## src/hdl/ebr_params.svh

```systemverilog
// constants for the external bus retry, halt and arbitration controller
`ifndef EBR_PARAMS_SVH
`define EBR_PARAMS_SVH

// ---------------------------------------------------------------
// clock and timing
// ---------------------------------------------------------------
`define EBR_CLK_PERIOD_NS 100
`define EBR_RESYNC_NS 200
`define EBR_RESYNC_CYC ((`EBR_RESYNC_NS + `EBR_CLK_PERIOD_NS - 1) / `EBR_CLK_PERIOD_NS)
`define EBR_GRANT_GAP_NS 200
`define EBR_GRANT_GAP_CYC ((`EBR_GRANT_GAP_NS + `EBR_CLK_PERIOD_NS - 1) / `EBR_CLK_PERIOD_NS)

// ---------------------------------------------------------------
// reset values and field codes
// ---------------------------------------------------------------
`define EBR_SHOW_RST 2'h0
`define EBR_SIZ_BYTE 2'h1
`define EBR_SIZ_WORD 2'h2
`define EBR_SYNC_STAGES 2

`endif

```

## src/hdl/ebr_pkg.sv

```systemverilog
// types shared by the external bus retry, halt and arbitration controller
package ebr_pkg;

  // ---------------------------------------------------------------
  // sequencer states
  // ---------------------------------------------------------------
  typedef enum logic [2:0] {
    ST_IDLE,
    ST_ADDR,
    ST_DATA,
    ST_TERM,
    ST_RETRY,
    ST_RESYNC,
    ST_SHOW
  } ebr_state_t;

  // ---------------------------------------------------------------
  // show-cycle field encodings
  // ---------------------------------------------------------------
  typedef enum logic [1:0] {
    EBR_SHOW_OFF = 2'h0,
    EBR_SHOW_ON = 2'h1,
    EBR_SHOW_RSVD = 2'h2,
    EBR_SHOW_STALL = 2'h3
  } ebr_show_t;

endpackage

```

## src/hdl/ebr_ctrl.sv

```systemverilog
// external bus controller: retry, halt, three-wire arbitration, show cycles
`include "ebr_params.svh"

// Function
// bus error plus halt starts retry
// retry: strobes off, wait both negated
// rerun same address, codes, control, data
// far side drops bus error before S2
// request with retry: grant bus first
// locked indication held through retry
// never release bus while locked
// far side uses error plus request only
// halt stops bus after acknowledge
// halt spares internal work, blocks interrupts
// bus error under halt means retry
// halted: data tri-state, outputs held; internal accesses still load the address and show cycles drive data
// foreign master: tri-state, then restore
// arbitration always served, lowest priority
// request, grant, acknowledge in order
// grant only at boundary, never locked
// master holds acknowledge while owning
// master waits for grant, idle acknowledge
// grant drops after acknowledge, re-grants
// show off: follow addresses, no strobes
// show on: data strobe, data driven
// size shows lanes; byte duplicated
// control pins synchronised first
// show field stall encoding defined
module ebr_ctrl #(
  parameter int ADDR_W = 24,
  parameter int DATA_W = 16,
  parameter int RESYNC_CYC = `EBR_RESYNC_CYC,
  parameter int GRANT_GAP_CYC = `EBR_GRANT_GAP_CYC
) (
  input wire logic i_sys_clk,
  input wire logic i_rst_b,
  input wire logic i_acc_req,
  input wire logic i_acc_internal,
  input wire logic i_acc_locked,
  input wire logic i_acc_rw,
  input wire logic [ADDR_W-1:0] i_acc_addr,
  input wire logic [2:0] i_acc_fc,
  input wire logic [1:0] i_acc_siz,
  input wire logic [DATA_W-1:0] i_acc_wdata,
  input wire logic [DATA_W-1:0] i_acc_idata,
  output logic o_acc_done,
  output logic o_acc_bus_error_in,
  output logic [DATA_W-1:0] o_acc_rdata,
  output logic o_irq_hold,
  input wire logic [1:0] i_show_cycle_enable,
  input wire logic i_transfer_ack_b,
  input wire logic i_bus_error_in_b,
  input wire logic i_halt_b,
  input wire logic i_bus_request_b,
  input wire logic i_grant_acknowledge_b,
  output logic o_bus_grant_b,
  output logic o_address_strobe_b,
  output logic o_data_strobe_b,
  output logic o_locked_cycle_b,
  output logic o_ctrl_oe,
  output logic [ADDR_W-1:0] o_addr,
  output logic [2:0] o_fc,
  output logic [1:0] o_byte_count_code,
  output logic o_rw,
  input wire logic [DATA_W-1:0] i_data,
  output logic [DATA_W-1:0] o_data,
  output logic o_data_oe
);

  initial begin
    if (DATA_W != 16 || ADDR_W < 1 || ADDR_W > 32) begin
      $error("ebr_ctrl: unsupported bus width");
    end
    if (RESYNC_CYC < 1 || RESYNC_CYC > 255 || GRANT_GAP_CYC < 1 || GRANT_GAP_CYC > 255) begin
      $error("ebr_ctrl: delay count out of range");
    end
  end

  // ---------------------------------------------------------------
  // pin synchronisation
  // ---------------------------------------------------------------
  logic [4:0] pins_b;
  logic [4:0] pins_s;
  logic ack_s;
  logic bus_error_in_s;
  logic halt_s;
  logic br_s;
  logic grant_acknowledge_s;

  assign pins_b = {i_grant_acknowledge_b, i_bus_request_b, i_halt_b,
                   i_bus_error_in_b, i_transfer_ack_b};

  ebr_sync #(
    .WIDTH(5),
    .RST_VAL(16'h001f)
  ) u_sync (
    .i_sys_clk(i_sys_clk),
    .i_rst_b(i_rst_b),
    .i_async(pins_b),
    .o_sync(pins_s)
  );

  assign ack_s = ~pins_s[0];
  assign bus_error_in_s = ~pins_s[1];
  assign halt_s = ~pins_s[2];
  assign br_s = ~pins_s[3];
  assign grant_acknowledge_s = ~pins_s[4];

  // ---------------------------------------------------------------
  // registers
  // ---------------------------------------------------------------
  ebr_pkg::ebr_state_t state_r;
  ebr_pkg::ebr_state_t state_nxt;
  ebr_pkg::ebr_show_t show_r;
  logic [ADDR_W-1:0] addr_r;
  logic [2:0] fc_r;
  logic [1:0] siz_r;
  logic rw_r;
  logic [DATA_W-1:0] dout_r;
  logic locked_r;
  logic [7:0] sync_cnt_r;
  logic [7:0] gap_cnt_r;
  logic bg_r;
  logic grant_acknowledge_d_r;
  logic done_r;
  logic bus_error_in_res_r;
  logic [DATA_W-1:0] rdata_r;

  // ---------------------------------------------------------------
  // decode
  // ---------------------------------------------------------------
  wire idle = (state_r == ebr_pkg::ST_IDLE);
  // a lock arriving with the request counts at once, so no grant slips in
  wire lock_now = idle ? (i_acc_locked && i_acc_req) : locked_r;
  // lowest priority: an unlocked pending request wins over a new start
  wire grant_due = br_s && !lock_now;
  wire show_on = (show_r != ebr_pkg::EBR_SHOW_OFF);
  // stall code holds internal work back, with no start at all, while a master owns the bus
  wire int_stall = (show_r == ebr_pkg::EBR_SHOW_STALL) && grant_acknowledge_s;
  // halt gates only external starts, internal work runs on
  wire ext_start = idle && i_acc_req && !i_acc_internal && !halt_s
                   && !grant_acknowledge_s && !bg_r && !grant_due;
  wire int_start = idle && i_acc_req && i_acc_internal && !int_stall;
  wire retry_hit = bus_error_in_s && halt_s;
  wire retry_free = !bus_error_in_s && !halt_s && !grant_acknowledge_s && !bg_r && !grant_due;
  // boundary: between operand transfers or parked in retry
  wire boundary = idle || (state_r == ebr_pkg::ST_RETRY);
  wire may_grant = grant_due && boundary;
  wire grant_acknowledge_edge = grant_acknowledge_s ^ grant_acknowledge_d_r;
  wire byte_wr = (i_acc_siz == `EBR_SIZ_BYTE) && !i_acc_rw;
  wire [DATA_W-1:0] ext_wdata = byte_wr ? {2{i_acc_wdata[7:0]}} : i_acc_wdata;
  wire load_addr = ext_start || (int_start && !grant_acknowledge_s);

  // ---------------------------------------------------------------
  // next-state logic
  // ---------------------------------------------------------------
  always_comb begin
    state_nxt = state_r;
    unique case (state_r)
      ebr_pkg::ST_IDLE: begin
        if (ext_start) begin
          state_nxt = ebr_pkg::ST_ADDR;
        end else if (int_start) begin
          state_nxt = ebr_pkg::ST_SHOW;
        end
      end
      ebr_pkg::ST_ADDR: begin
        state_nxt = ebr_pkg::ST_DATA;
      end
      ebr_pkg::ST_DATA: begin
        if (retry_hit) begin
          state_nxt = ebr_pkg::ST_RETRY;
        end else if (bus_error_in_s || ack_s) begin
          state_nxt = ebr_pkg::ST_TERM;
        end
      end
      ebr_pkg::ST_TERM: begin
        // late error with halt after acknowledge is a delayed retry
        if (retry_hit) begin
          state_nxt = ebr_pkg::ST_RETRY;
        end else begin
          state_nxt = ebr_pkg::ST_IDLE;
        end
      end
      ebr_pkg::ST_RETRY: begin
        if (retry_free) begin
          state_nxt = ebr_pkg::ST_RESYNC;
        end
      end
      ebr_pkg::ST_RESYNC: begin
        if (sync_cnt_r == 8'h01) begin
          state_nxt = ebr_pkg::ST_ADDR;
        end
      end
      ebr_pkg::ST_SHOW: begin
        state_nxt = ebr_pkg::ST_IDLE;
      end
      default: begin
        state_nxt = ebr_pkg::ST_IDLE;
      end
    endcase
  end

  // ---------------------------------------------------------------
  // sequencer
  // ---------------------------------------------------------------
  always_ff @(posedge i_sys_clk or negedge i_rst_b) begin
    if (!i_rst_b) begin
      state_r <= ebr_pkg::ST_IDLE;
      show_r <= ebr_pkg::ebr_show_t'(`EBR_SHOW_RST);
      sync_cnt_r <= 8'h00;
    end else begin
      state_r <= state_nxt;
      show_r <= ebr_pkg::ebr_show_t'(i_show_cycle_enable);
      if (state_r == ebr_pkg::ST_RETRY) begin
        sync_cnt_r <= 8'(RESYNC_CYC);
      end else if (sync_cnt_r != 8'h00) begin
        sync_cnt_r <= sync_cnt_r - 8'h01;
      end
    end
  end

  // ---------------------------------------------------------------
  // cycle attributes; untouched during retry so the rerun matches
  // ---------------------------------------------------------------
  always_ff @(posedge i_sys_clk or negedge i_rst_b) begin
    if (!i_rst_b) begin
      addr_r <= '0;
      fc_r <= 3'h0;
      siz_r <= 2'h0;
      rw_r <= 1'b1;
      dout_r <= 16'h0000;
    end else if (load_addr) begin
      addr_r <= i_acc_addr;
      fc_r <= i_acc_fc;
      siz_r <= i_acc_siz;
      rw_r <= i_acc_rw;
      dout_r <= i_acc_internal ? i_acc_idata : ext_wdata;
    end else if (int_start) begin
      dout_r <= i_acc_idata;
    end
  end

  // ---------------------------------------------------------------
  // locked indication: sampled only while idle
  // ---------------------------------------------------------------
  always_ff @(posedge i_sys_clk or negedge i_rst_b) begin
    if (!i_rst_b) begin
      locked_r <= 1'b0;
    end else if (idle) begin
      locked_r <= i_acc_locked && i_acc_req;
    end
  end

  // ---------------------------------------------------------------
  // completion to the core
  // ---------------------------------------------------------------
  wire ext_done = (state_r == ebr_pkg::ST_TERM) && !retry_hit;
  wire int_done = (state_r == ebr_pkg::ST_SHOW);

  always_ff @(posedge i_sys_clk or negedge i_rst_b) begin
    if (!i_rst_b) begin
      done_r <= 1'b0;
      bus_error_in_res_r <= 1'b0;
      rdata_r <= 16'h0000;
    end else begin
      done_r <= ext_done || int_done;
      if (ext_done || int_done) begin
        bus_error_in_res_r <= ext_done && bus_error_in_s;
      end
      if (state_r == ebr_pkg::ST_DATA && ack_s && !bus_error_in_s && rw_r) begin
        rdata_r <= i_data;
      end
    end
  end

  // ---------------------------------------------------------------
  // arbitration
  // ---------------------------------------------------------------
  always_ff @(posedge i_sys_clk or negedge i_rst_b) begin
    if (!i_rst_b) begin
      bg_r <= 1'b0;
      grant_acknowledge_d_r <= 1'b0;
      gap_cnt_r <= 8'h00;
    end else begin
      grant_acknowledge_d_r <= grant_acknowledge_s;
      if (grant_acknowledge_edge) begin
        bg_r <= 1'b0;
        gap_cnt_r <= 8'(GRANT_GAP_CYC);
      end else if (gap_cnt_r != 8'h00) begin
        bg_r <= 1'b0;
        gap_cnt_r <= gap_cnt_r - 8'h01;
      end else begin
        // pending requests get a fresh grant for early selection
        bg_r <= may_grant;
      end
    end
  end

  // ---------------------------------------------------------------
  // pin drive
  // ---------------------------------------------------------------
  wire ext_active = (state_r == ebr_pkg::ST_ADDR) || (state_r == ebr_pkg::ST_DATA);
  wire show_act = int_done && show_on && !grant_acknowledge_s;

  assign o_bus_grant_b = ~bg_r;
  assign o_address_strobe_b = ~ext_active;
  assign o_data_strobe_b = ~((ext_active && (rw_r || state_r == ebr_pkg::ST_DATA))
                             || show_act);
  assign o_locked_cycle_b = ~locked_r;
  assign o_ctrl_oe = !grant_acknowledge_s;
  assign o_addr = addr_r;
  assign o_fc = fc_r;
  assign o_byte_count_code = siz_r;
  assign o_rw = rw_r;
  assign o_data = dout_r;
  assign o_data_oe = (ext_active && !rw_r) || show_act;
  assign o_irq_hold = halt_s;
  assign o_acc_done = done_r;
  assign o_acc_bus_error_in = bus_error_in_res_r;
  assign o_acc_rdata = rdata_r;

endmodule

```

## src/hdl/ebr_sync.sv

```systemverilog
// two-flop synchroniser bank for asynchronous bus control pins
module ebr_sync #(
  parameter int WIDTH = 5,
  parameter logic [15:0] RST_VAL = 16'h001f
) (
  input wire logic i_sys_clk,
  input wire logic i_rst_b,
  input wire logic [WIDTH-1:0] i_async,
  output logic [WIDTH-1:0] o_sync
);

  initial begin
    if (WIDTH < 1 || WIDTH > 16) begin
      $error("ebr_sync: WIDTH out of range");
    end
  end

  // ---------------------------------------------------------------
  // per-bit stages; first flop feeds only the second
  // ---------------------------------------------------------------
  genvar gi;
  generate
    for (gi = 0; gi < WIDTH; gi = gi + 1) begin : g_bit
      logic meta_r;
      logic stab_r;
      always_ff @(posedge i_sys_clk or negedge i_rst_b) begin
        if (!i_rst_b) begin
          meta_r <= RST_VAL[gi];
          stab_r <= RST_VAL[gi];
        end else begin
          meta_r <= i_async[gi];
          stab_r <= meta_r;
        end
      end
      assign o_sync[gi] = stab_r;
    end
  endgenerate

endmodule

```

## config.mk

```make
export PLATFORM = sky130hd
export DESIGN_NAME = ebr_ctrl
export DESIGN_NICKNAME = d
export VERILOG_FILES = /design/src/hdl/ebr_pkg.sv /design/src/hdl/ebr_ctrl.sv /design/src/hdl/ebr_sync.sv
export VERILOG_INCLUDE_DIRS = /design/src /design/src/hdl
export SDC_FILE = /design/constraint.sdc
export NUM_CORES = 1
export LEC_CHECK = 0
export ABC_AREA = 1
export BUFFER_PORTS_ARGS = -buffer_cell sky130_fd_sc_hd__buf_4
export CAP_MARGIN = 20
export CELL_PAD_IN_SITES_DETAIL_PLACEMENT = 2
export CELL_PAD_IN_SITES_GLOBAL_PLACEMENT = 2
export CORE_MARGIN = 2
export CORE_UTILIZATION = 28
export CTS_CLUSTER_DIAMETER = 120
export DETAILED_ROUTE_END_ITERATION = 6
export PLACE_DENSITY = 0.78
export SLEW_MARGIN = 0
export SYNTH_ARGS = -nofsm -noshare
export SYNTH_HDL_FRONTEND = slang
export SYNTH_SLANG_ARGS = --single-unit
```

## constraint.sdc

```tcl
create_clock -name i_sys_clk -period 1.95 [get_ports i_sys_clk]
set_input_delay 0.195 -clock i_sys_clk [delete_from_list [all_inputs] [get_ports i_sys_clk]]
set_output_delay 0.195 -clock i_sys_clk [all_outputs]
set_load 0.05 [all_outputs]
```

==> impl_metrics.env, run 1 <==
export IMPL_fin_worst_skew_ps=7.84
export IMPL_combPwrFrac_pct=53.5
export IMPL_die_w_um=130
export IMPL_synth_edf_count=0
export IMPL_finalSetupViolCount=0
export IMPL_max_slew_margin_pct=57.2
export IMPL_cts_setup_buffers=0
export IMPL_cts_buffers=9
export IMPL_drc_errors=0
export IMPL_power_mw=11.3
export IMPL_critPathLaunchType="flop"
export IMPL_grt_ovfl_total=0
export IMPL_routedWlPerCell_um=16.6
export IMPL_power_share_sequential_pct=31.1
export IMPL_tritoncts="done"
export IMPL_p_int_mw=5.76
export IMPL_grt_pass1_wl_mm=23.9
export IMPL_drive_gt1_share_pct=34.7
export IMPL_synth_seq_cells=98
export IMPL_hold_violations=0
export IMPL_antenna_found_initial=0
export IMPL_crit_required_ps=1750
export IMPL_synth_distinct_cells=40
export IMPL_worst_pin_slew_ps=641
export IMPL_finalCriticalPeriod_ps=1830
export IMPL_antenna_left=0
export IMPL_vias=4056
export IMPL_start_util_pct=28.3
export IMPL_syn_nets=585
export IMPL_clk_path_buf_depth=2
export IMPL_die_h_um=130
export IMPL_setup_tns_ps=0
export IMPL_p_per_area_mw_per_mm2=1780
export IMPL_cp_end_kind="primary output"
export IMPL_critPathMaxFanout=5
export IMPL_crit_type="flop to primary output"
export IMPL_drt_initial_drc_count=94
export IMPL_dr_pass1_iters=4
export IMPL_cts_root_buffer="clkbuf_16"
export IMPL_place_congestion=0.760
export IMPL_outcome="finished, final reports clean"
export IMPL_clkLatencyLatePin_ps=350
export IMPL_p_switching_mw=5.55
export IMPL_syn_avg_cell_area_um2=9.03
export IMPL_fin_crit_sh_pct=94.1
export IMPL_clock_power_share_pct=15.5
export IMPL_fmax_mhz=545
export IMPL_rsz0062_at_grt="no"
export IMPL_worstPathArrival_ps=1640
export IMPL_p_sw_share_pct=49.0
export IMPL_leakagePower_nw=3.38
export IMPL_syn_cell_area_mm2=0.00444
export IMPL_cts_max_level=3
export IMPL_ios=161
export IMPL_nets=759
export IMPL_port_buffer_count=160
export IMPL_syn_inst=492
export IMPL_ys_warnings_count=0
export IMPL_grt_total_usage_pct=18.0
export IMPL_irDropWorstVdd_mv=1.10
export IMPL_grt_max_degree=46
export IMPL_min_path_type="input pin to flop"
export IMPL_fp_coreArea_mm2=0.0157
export IMPL_dp_hpwl_mm=11.3
export IMPL_grt_pass1_vias=4678
export IMPL_die_area_mm2=0.0169
export IMPL_clk_pin_slew_ps=70
export IMPL_drt_vias_per_instance=4.57
export IMPL_yosysSeqAreaShare_pct=55.5
export IMPL_diodes=0
export IMPL_wl_mm=14.7
export IMPL_cts_sinks=98
export IMPL_synthToLayoutAreaGrowth_pct=42.7
export IMPL_std_cell_rows=46
export IMPL_hold_ws_ps=43.0
export IMPL_drv_cap=0
export IMPL_ys_flop_type="dfrtp_1"
export IMPL_async_flop_share_pct=100
export IMPL_slew_viol_final=0
-- what timing repair did --
item,in CTS,in global routing
endpoints found under the hold margin,38,0
endpoints found under the setup margin,1,14
resized for setup,1,5
pin swaps,0,0
hold buffers,8,0
-- stage by stage --
stage	util [%]	worst slack [ps]	instances	area, µm²
3_5_place_dp	37.9	121	863	5960
5_1_grt	40.4	13.0	887	6340
4_1_cts	40.3	14.0	887	6330
3_3_place_gp	37.9	229	863	5960
6_report	40.4	115	887	6340
2_1_floorplan	-	149	492	4450
-- registers in the layout, summed over array words and instances (netlist names) --
register	flops
o_addr	24
o_acc_rdata	16
o_data	16
gap_cnt_r	8
sync_cnt_r	8
u_sync.g_bit.meta_r	5
u_sync.g_bit.stab_r	5
o_fc	3
state_r	3
o_byte_count_code	2
show_r	2
bg_r	1
grant_acknowledge_d_r	1
locked_r	1
o_acc_bus_error_in	1
o_acc_done	1
o_rw	1
-- cells in the final DEF (no fill, tap or decap), drive strengths merged --
cell type and instances:
a211oi 2, a21boi 1, a21oi 17, and3 1, buf 171, clkbuf 11, clkinv 3, clkinvlp 2
dfrtp 87, dfstp 11, dlygate4sd3 8, ha 3, inv 57, mux2 16, nand2 148, nand3 60
nand3b 1, nand4 4, nor2 26, nor3 9, nor3b 2, nor4 2, o21a 1, o21ai 19
o22ai 1, or2 1, xnor2 4, xor2 3
-- area by class of cell --
type / instances / area [µm²]
multi-input cells: 321 / 1680
fillers: 1725 / 9370
repair buffers: 179 / 1420
inverters: 57 / 219
clock buffers: 11 / 253
flip-flops and latches: 98 / 2470
clock inverters: 5 / 37.5
well taps: 216 / 270
-- cells in the mapped netlist (2+ instances only) --
master,n,share of area (%)
nor4_1,2,0.28
nor3_1,9,1.0
inv_2,4,0.34
nor2_1,24,2.0
nand2_4,2,0.51
nand3_1,57,6.4
o21ai_0,12,1.4
dfstp_2,11,6.5
nand4_1,4,0.56
o21ai_1,7,0.79
nand3_2,2,0.45
mux2_2,6,1.5
a211oi_1,2,0.34
ha_1,3,0.84
dfrtp_1,87,49
inv_1,51,4.3
buf_2,11,1.2
xor2_1,3,0.59
mux2_4,10,3.4
clkbuf_1,2,0.17
nand2_1,145,12
a21oi_1,17,1.9
xnor2_1,4,0.79
-- worst paths after layout --
path / start / to / slack [ps] / depth (start not counted)
min in group asynchronous: i_rst_b / o_addr[10] / 350 / 2
setup reg to reg: state_r[1] / o_data[9] / 150 / 9
max in group asynchronous: i_rst_b / u_sync.g_bit[3].stab_r / 890 / 3
hold / removal: i_acc_addr[1] / o_addr[1] / 40 / 3
setup / recovery: state_r[1] / o_data_oe / 120 / 8
hold reg to reg: u_sync.g_bit[1].meta_r / u_sync.g_bit[1].stab_r / 350 / 0
-- metal layers --
metal  vias up  wire length [µm]  track usage (%)  share of wire, %
met3        12               937             5.41               6.4
met4         0               180             5.25               1.2
met2       104              7750             32.8                53
met5         -                 0                0                 0
met1      2028              5870             20.4                40
li1       1912                 -                -                 -
-- cells by family after synthesis --
| logic type | count (synthesis) | share of synthesized area (%) |
|---|---|---|
| XOR/XNOR | 7 | 1.38 |
| multiplexers | 16 | 4.90 |
| buffers and inverters | 73 | 7.15 |
| AND/OR/NAND/NOR | 254 | 25.3 |
| flip-flops | 98 | 55.5 |
| adder cells (fa/ha/maj) | 3 | 0.845 |
| AO/OA/AOI/OAI | 41 | 4.87 |
-- worst max-delay path, stage by stage (launching register included) --
cell and delay [ps]:
dfrtp_2 450, inv_2 80, nor2_2 50, nand2_2 80, inv_2 60, or2_2 280
inv_2 70, o22ai_2 60, buf_6 170
-- power groups by stage --
stage	Clock, mW	Sequential [mW]	Combinational [mW]
5_1_grt	1.88	3.63	6.49
2_1_floorplan	0	5.68	1.83
6_report	1.75	3.51	6.04
3_3_place_gp	0	3.48	5.86
4_1_cts	1.80	3.52	6.11
3_5_place_dp	0	3.53	6.08
Note: power is estimated with default switching activity, not from simulation.
==> run 2, diff against run 1 <==
--- a/config.mk
+++ b/config.mk
@@ -15,6 +15,7 @@
 export CORE_UTILIZATION = 28
 export CTS_CLUSTER_DIAMETER = 120
 export DETAILED_ROUTE_END_ITERATION = 6
+export HOLD_SLACK_MARGIN = 0.06
 export PLACE_DENSITY = 0.78
 export SLEW_MARGIN = 0
 export SYNTH_ARGS = -nofsm -noshare
==> run 2 against run 1 <==
Via count increased by 2.8%. Global-route usage up 0.70 points. Core utilization grew 1.7 points. Critical path depth is the same. Design area up 4.2%. Routed wire length grew 4.2%. Maximum frequency hardly changed. Flip-flop and latch count unchanged. Largest power group unchanged. Clock power about the same.
==> impl_metrics.env, run 2 (synthesis results as in run 1) <==
export IMPL_outcome="finished, final reports clean"
export IMPL_clk_path_buf_depth=2
export IMPL_slowest_stage="dfrtp_2"
export IMPL_cts_max_level=3
export IMPL_drv_cap=0
export IMPL_min_path_type="input pin to flop"
export IMPL_synthToLayoutAreaGrowth_pct=48.7
export IMPL_ios=161
export IMPL_cts_buffers=9
export IMPL_dr_pass1_iters=6
export IMPL_most_common_layout_cells="buf_4, nand2_1, dfrtp_1"
export IMPL_cts_sinks=98
export IMPL_antenna_left=0
export IMPL_cp_end_kind="primary output"
export IMPL_rsz0062_at_grt="no"
export IMPL_fp_coreArea_mm2=0.0157
export IMPL_p_int_mw=5.80
export IMPL_critical_path_buf_inv_count=4
export IMPL_drc_errors=0
export IMPL_p_per_area_mw_per_mm2=1720
export IMPL_fin_worst_skew_ps=8.18
export IMPL_drive_gt1_share_pct=33.7
export IMPL_hold_path_depth=3
export IMPL_largest_reg_flops=24
export IMPL_drt_vias_per_instance=4.57
export IMPL_r2r_cells=9
export IMPL_wl_mm=15.4
export IMPL_mostFrequentLayoutCell="buf_4"
export IMPL_slew_viol_final=0
export IMPL_std_cell_rows=46
export IMPL_crit_type="flop to primary output"
export IMPL_tritoncts="done"
export IMPL_path_delay_family="flip-flops"
export IMPL_critPathLaunchType="flop"
export IMPL_vias=4171
export IMPL_grt_pass1_wl_mm=24.8
export IMPL_combPwrFrac_pct=53.7
export IMPL_power_mw=11.4
export IMPL_crit_top_cell="inv_2"
export IMPL_nets=785
export IMPL_dp_hpwl_mm=11.3
export IMPL_port_buffer_count=160
export IMPL_start_util_pct=28.3
export IMPL_power_share_sequential_pct=31.0
export IMPL_p_switching_mw=5.59
export IMPL_finalSetupViolCount=0
export IMPL_clock_power_share_pct=15.4
export IMPL_irDropWorstVdd_mv=1.10
export IMPL_clk_pin_slew_ps=70
export IMPL_critical_path_max_stage_delay_ps=450
export IMPL_finalCriticalPeriod_ps=1840
export IMPL_max_slew_margin_pct=64.6
export IMPL_place_congestion=0.760
export IMPL_p_sw_share_pct=49.1
export IMPL_diodes=0
export IMPL_die_area_mm2=0.0169
export IMPL_cp_depth=8
export IMPL_grt_pass1_vias=4826
export IMPL_grt_max_degree=46
export IMPL_routedWlPerCell_um=16.8
export IMPL_crit_required_ps=1750
export IMPL_die_h_um=130
export IMPL_critPathMaxFanout=5
export IMPL_grt_ovfl_total=0
export IMPL_crit_chain="inv_2, nor2_2, nand2_2, inv_2, or2_2, inv_2, o22ai_2, buf_6"
export IMPL_nFillCells=1701
export IMPL_worstPathArrival_ps=1640
export IMPL_antenna_found_initial=0
export IMPL_fmax_mhz=545
export IMPL_setup_tns_ps=0
export IMPL_die_w_um=130
export IMPL_grt_total_usage_pct=18.7
export IMPL_hold_ws_ps=56.5
export IMPL_drt_initial_drc_count=103
export IMPL_clkLatencyLatePin_ps=350
export IMPL_cts_root_buffer="clkbuf_16"
export IMPL_hold_violations=0
export IMPL_worst_pin_slew_ps=531
export IMPL_fin_crit_sh_pct=94.1
export IMPL_leakagePower_nw=3.50
-- run 2: changes by cell type in the layout (fill, tap and decap cells not counted) --
cell | previous run | this run
dlygate4sd3_1 | 8 | 32
buf_12 | 4 | 5
buf_4 | 166 | 167
-- run 2: final cells by class --
type | instances | area, µm² | share of cell area, %
multi-input combinational | 321 | 1680 | 25.4
timing repair buffer | 205 | 1690 | 25.5
inverter | 57 | 219 | 3.31
clock buffer | 11 | 253 | 3.82
tap | 216 | 270 | 4.09
clock inverter | 5 | 37.5 | 0.568
sequential | 98 | 2470 | 37.3
-- run 2: stage by stage --
step           utilization [%]  instances  cell area, µm²  worst slack (ps)
6_report                  42.1        913            6610               115
5_1_grt                   42.1        913            6610              12.0
4_1_cts                   41.8        911            6570              14.0
3_5_place_dp              37.9        863            5960               121
3_3_place_gp              37.9        863            5960               229
2_1_floorplan                -        492            4450               149
-- run 2: power groups by stage --
stage          Clock, mW  Sequential, mW  Combinational, mW
6_report            1.75            3.53               6.11
5_1_grt             1.89            3.64               6.56
2_1_floorplan          0            5.68               1.83
3_5_place_dp           0            3.53               6.08
3_3_place_gp           0            3.48               5.86
4_1_cts             1.80            3.52               6.15
-- run 2: timing repair --
| item | CTS | global route |
|---|---|---|
| endpoints found under the hold margin | 62 | 0 |
| resized for setup | 1 | 5 |
| endpoints found under the setup margin | 1 | 14 |
| hold buffers | 32 | 0 |
| buffers inserted | 0 | 2 |
-- run 2: metal layers --
metal  part of all wire (%)  vias to the layer above  global-route usage [%]
li1                       -                     1964                       -
met1                     40                     2075                    21.5
met2                     52                      114                    33.7
met3                    6.0                       18                    5.29
met4                    1.6                        0                    6.01
met5                      0                        -                       0
-- run 2: path summary, 6_finish.rpt --
path                                         from                endpoint  slack, ps
min in group asynchronous                 i_rst_b              o_addr[17]        360
max in group asynchronous                 i_rst_b  u_sync.g_bit[3].stab_r        880
min reg2reg                u_sync.g_bit[2].meta_r  u_sync.g_bit[2].stab_r        360
max                                    state_r[1]               o_data_oe        110
max reg2reg                            state_r[1]               o_data[9]        150
min                                i_acc_addr[15]              o_addr[15]         60
-- run 2: worst reg2reg max path: stages (launching register included) --
cell     delay (ps)
dfrtp_2         450
nor2_4          130
nand3_1         130
nor2_1          210
nand2_4         160
buf_12          190
inv_2           180
nand2_1          90
nand3_1         100
nand2_1          60
==> run 3, diff against run 2 <==
--- a/config.mk
+++ b/config.mk
@@ -12,11 +12,12 @@
 export CELL_PAD_IN_SITES_DETAIL_PLACEMENT = 2
 export CELL_PAD_IN_SITES_GLOBAL_PLACEMENT = 2
 export CORE_MARGIN = 2
-export CORE_UTILIZATION = 28
+export CORE_UTILIZATION = 29
+export CTS_BUF_LIST = sky130_fd_sc_hd__clkbuf_4 sky130_fd_sc_hd__clkbuf_8
 export CTS_CLUSTER_DIAMETER = 120
 export DETAILED_ROUTE_END_ITERATION = 6
 export HOLD_SLACK_MARGIN = 0.06
-export PLACE_DENSITY = 0.78
+export PLACE_DENSITY_LB_ADDON = 0.1
 export SLEW_MARGIN = 0
 export SYNTH_ARGS = -nofsm -noshare
 export SYNTH_HDL_FRONTEND = slang
==> run 3 against run 2 <==
Total power decreased by 0.41%. Register-to-register slack improved by 30 ps. Largest power group unchanged. Routed wire length is 7.2% higher. Count of clock-buffer cells in the layout down 2. Critical path type unchanged. Clock skew is 4.1 ps higher. Sequential share of layout area shrank 0.89 points. Critical endpoint unchanged. Flip-flop and latch count unchanged.
==> impl_metrics.env, run 3 (synthesis results as in run 1) <==
export IMPL_vias=4331
export IMPL_largest_reg_flops=24
export IMPL_multiInputGateArea_mm2=0.00168
export IMPL_critPathLaunchType="flop"
export IMPL_crit_chain="inv_2, nor2_4, nand2_2, inv_2, or2_2, inv_2, o22ai_2, buf_6"
export IMPL_antenna_found_initial=0
export IMPL_nets=811
export IMPL_place_congestion=0.755
export IMPL_seq_area_mm2=0.00247
export IMPL_mostFrequentLayoutCell="buf_4"
export IMPL_grt_pass1_vias=4896
export IMPL_die_h_um=128
export IMPL_hold_ws_ps=113
export IMPL_nFillCells=1626
export IMPL_die_area_mm2=0.0163
export IMPL_fin_crit_sh_pct=96.2
export IMPL_p_per_area_mw_per_mm2=1680
export IMPL_leakagePower_nw=3.58
export IMPL_cts_max_level=3
export IMPL_crit_top_cell="inv_2"
export IMPL_drc_errors=0
export IMPL_drt_vias_per_instance=4.75
export IMPL_critPathMaxFanout=4
export IMPL_clk_pin_slew_ps=100
export IMPL_rsz0062_at_grt="yes"
export IMPL_diodes=0
export IMPL_crit_type="flop to primary output"
export IMPL_cp_end_kind="primary output"
export IMPL_routedWlPerCell_um=18.1
export IMPL_cts_root_buffer="clkbuf_8"
export IMPL_most_common_layout_cells="buf_4, nand2_1, dfrtp_1"
export IMPL_synthToLayoutAreaGrowth_pct=52.4
export IMPL_slew_viol_final=0
export IMPL_cts_buffers=9
export IMPL_irDropWorstVdd_mv=0.849
export IMPL_worst_pin_slew_ps=501
export IMPL_fin_util_pct=44.9
export IMPL_start_util_pct=29.4
export IMPL_cts_sinks=98
export IMPL_dp_hpwl_mm=10.9
export IMPL_ios=161
export IMPL_fp_coreArea_mm2=0.0151
export IMPL_critical_path_buf_inv_count=4
export IMPL_grt_ovfl_total=0
export IMPL_antenna_left=0
export IMPL_finalCriticalPeriod_ps=1880
export IMPL_hold_violations=0
export IMPL_drive_gt1_share_pct=33.6
export IMPL_std_cell_rows=45
export IMPL_tritoncts="done"
export IMPL_port_buffer_count=160
export IMPL_slowest_stage="dfrtp_2"
export IMPL_worstPathArrival_ps=1680
export IMPL_fmax_mhz=533
export IMPL_die_w_um=128
export IMPL_outcome="finished, final reports clean"
export IMPL_drv_cap=0
export IMPL_wl_mm=16.5
export IMPL_dr_pass1_iters=4
export IMPL_fin_worst_skew_ps=12.3
export IMPL_min_path_type="input pin to flop"
export IMPL_power_mw=11.3
export IMPL_finalSetupViolCount=0
export IMPL_grt_total_usage_pct=20.6
export IMPL_path_delay_family="flip-flops"
export IMPL_clkLatencyLatePin_ps=390
export IMPL_critical_path_max_stage_delay_ps=450
export IMPL_drt_initial_drc_count=120
export IMPL_crit_required_ps=1750
export IMPL_grt_pass1_wl_mm=26.3
export IMPL_max_slew_margin_pct=66.6
export IMPL_clk_path_buf_depth=2
export IMPL_grt_max_degree=38
## run 3: cell count changes in the layout (fill, tap and decap cells not counted), sizes merged
| cell | delta |
|---|---|
| clkbuf | -2 |
| bufinv | +2 |
| clkinvlp | -1 |
| inv | +2 |
| buf | +4 |
| clkinv | -1 |
| dlygate4sd3 | +22 |
## run 3: layout make-up
| class | instances | share of cell area [%] |
|---|---|---|
| Inverter | 57 | 3.31 |
| Sequential cell | 98 | 36.4 |
| Clock buffer | 9 | 1.83 |
| Multi-Input combinational cell | 321 | 24.8 |
| Clock inverter | 7 | 1.46 |
| Tap cell | 188 | 3.47 |
| Timing Repair Buffer | 231 | 28.6 |
## run 3: final timing paths
path	from	to	slack, ps	cells past startpoint
max in group asynchronous	i_rst_b	u_sync.g_bit[3].meta_r	1000	3
min in group asynchronous	i_rst_b	gap_cnt_r[2]	300	2
worst max register to register	state_r[1]	state_r[0]	180	10
worst min-delay path	i_acc_idata[7]	o_data[7]	110	5
worst max-delay path	state_r[1]	o_data_oe	70	8
worst min register to register	u_sync.g_bit[0].meta_r	u_sync.g_bit[0].stab_r	360	0
## run 3: routing by layer
layer	part of all wire [%]	track usage, %
met4	1.6	6.53
met2	51	35.4
met1	42	25.5
met5	0	0
met3	5.8	5.18
## run 3: per-stage QoR
stage / worst slack [ps] / setup TNS (ps) / instances / instance area, µm²
after floorplan: 149 / 0 / 492 / 4450
after global placement: 241 / 0 / 837 / 5940
after detailed placement: 169 / 0 / 837 / 5940
after CTS: 2.43 / 0 / 908 / 6710
after global routing: -13.3 / -13.3 / 911 / 6770
final: 73.3 / 0 / 911 / 6770
## run 3: power breakdown
group	internal [mW]	switching, mW
Clock	0.735	0.813
Sequential	2.89	0.629
Combinational	2.05	4.23
## run 3: tightest hold or removal path, cell delays in order
cell	delay, ps
buf_4	80
inv_1	30
nand2_1	50
nand3_1	70
nand2_1	50
## run 3: what timing repair did
item / 4_1_cts / 5_1_grt
hold endpoints to repair: 80 / 0
gates cloned: 0 / 0
setup endpoints to repair: 2 / 22
pin swaps: 0 / 1
buffers inserted: 1 / 3
resized for setup: 1 / 13
hold buffers: 54 / 0
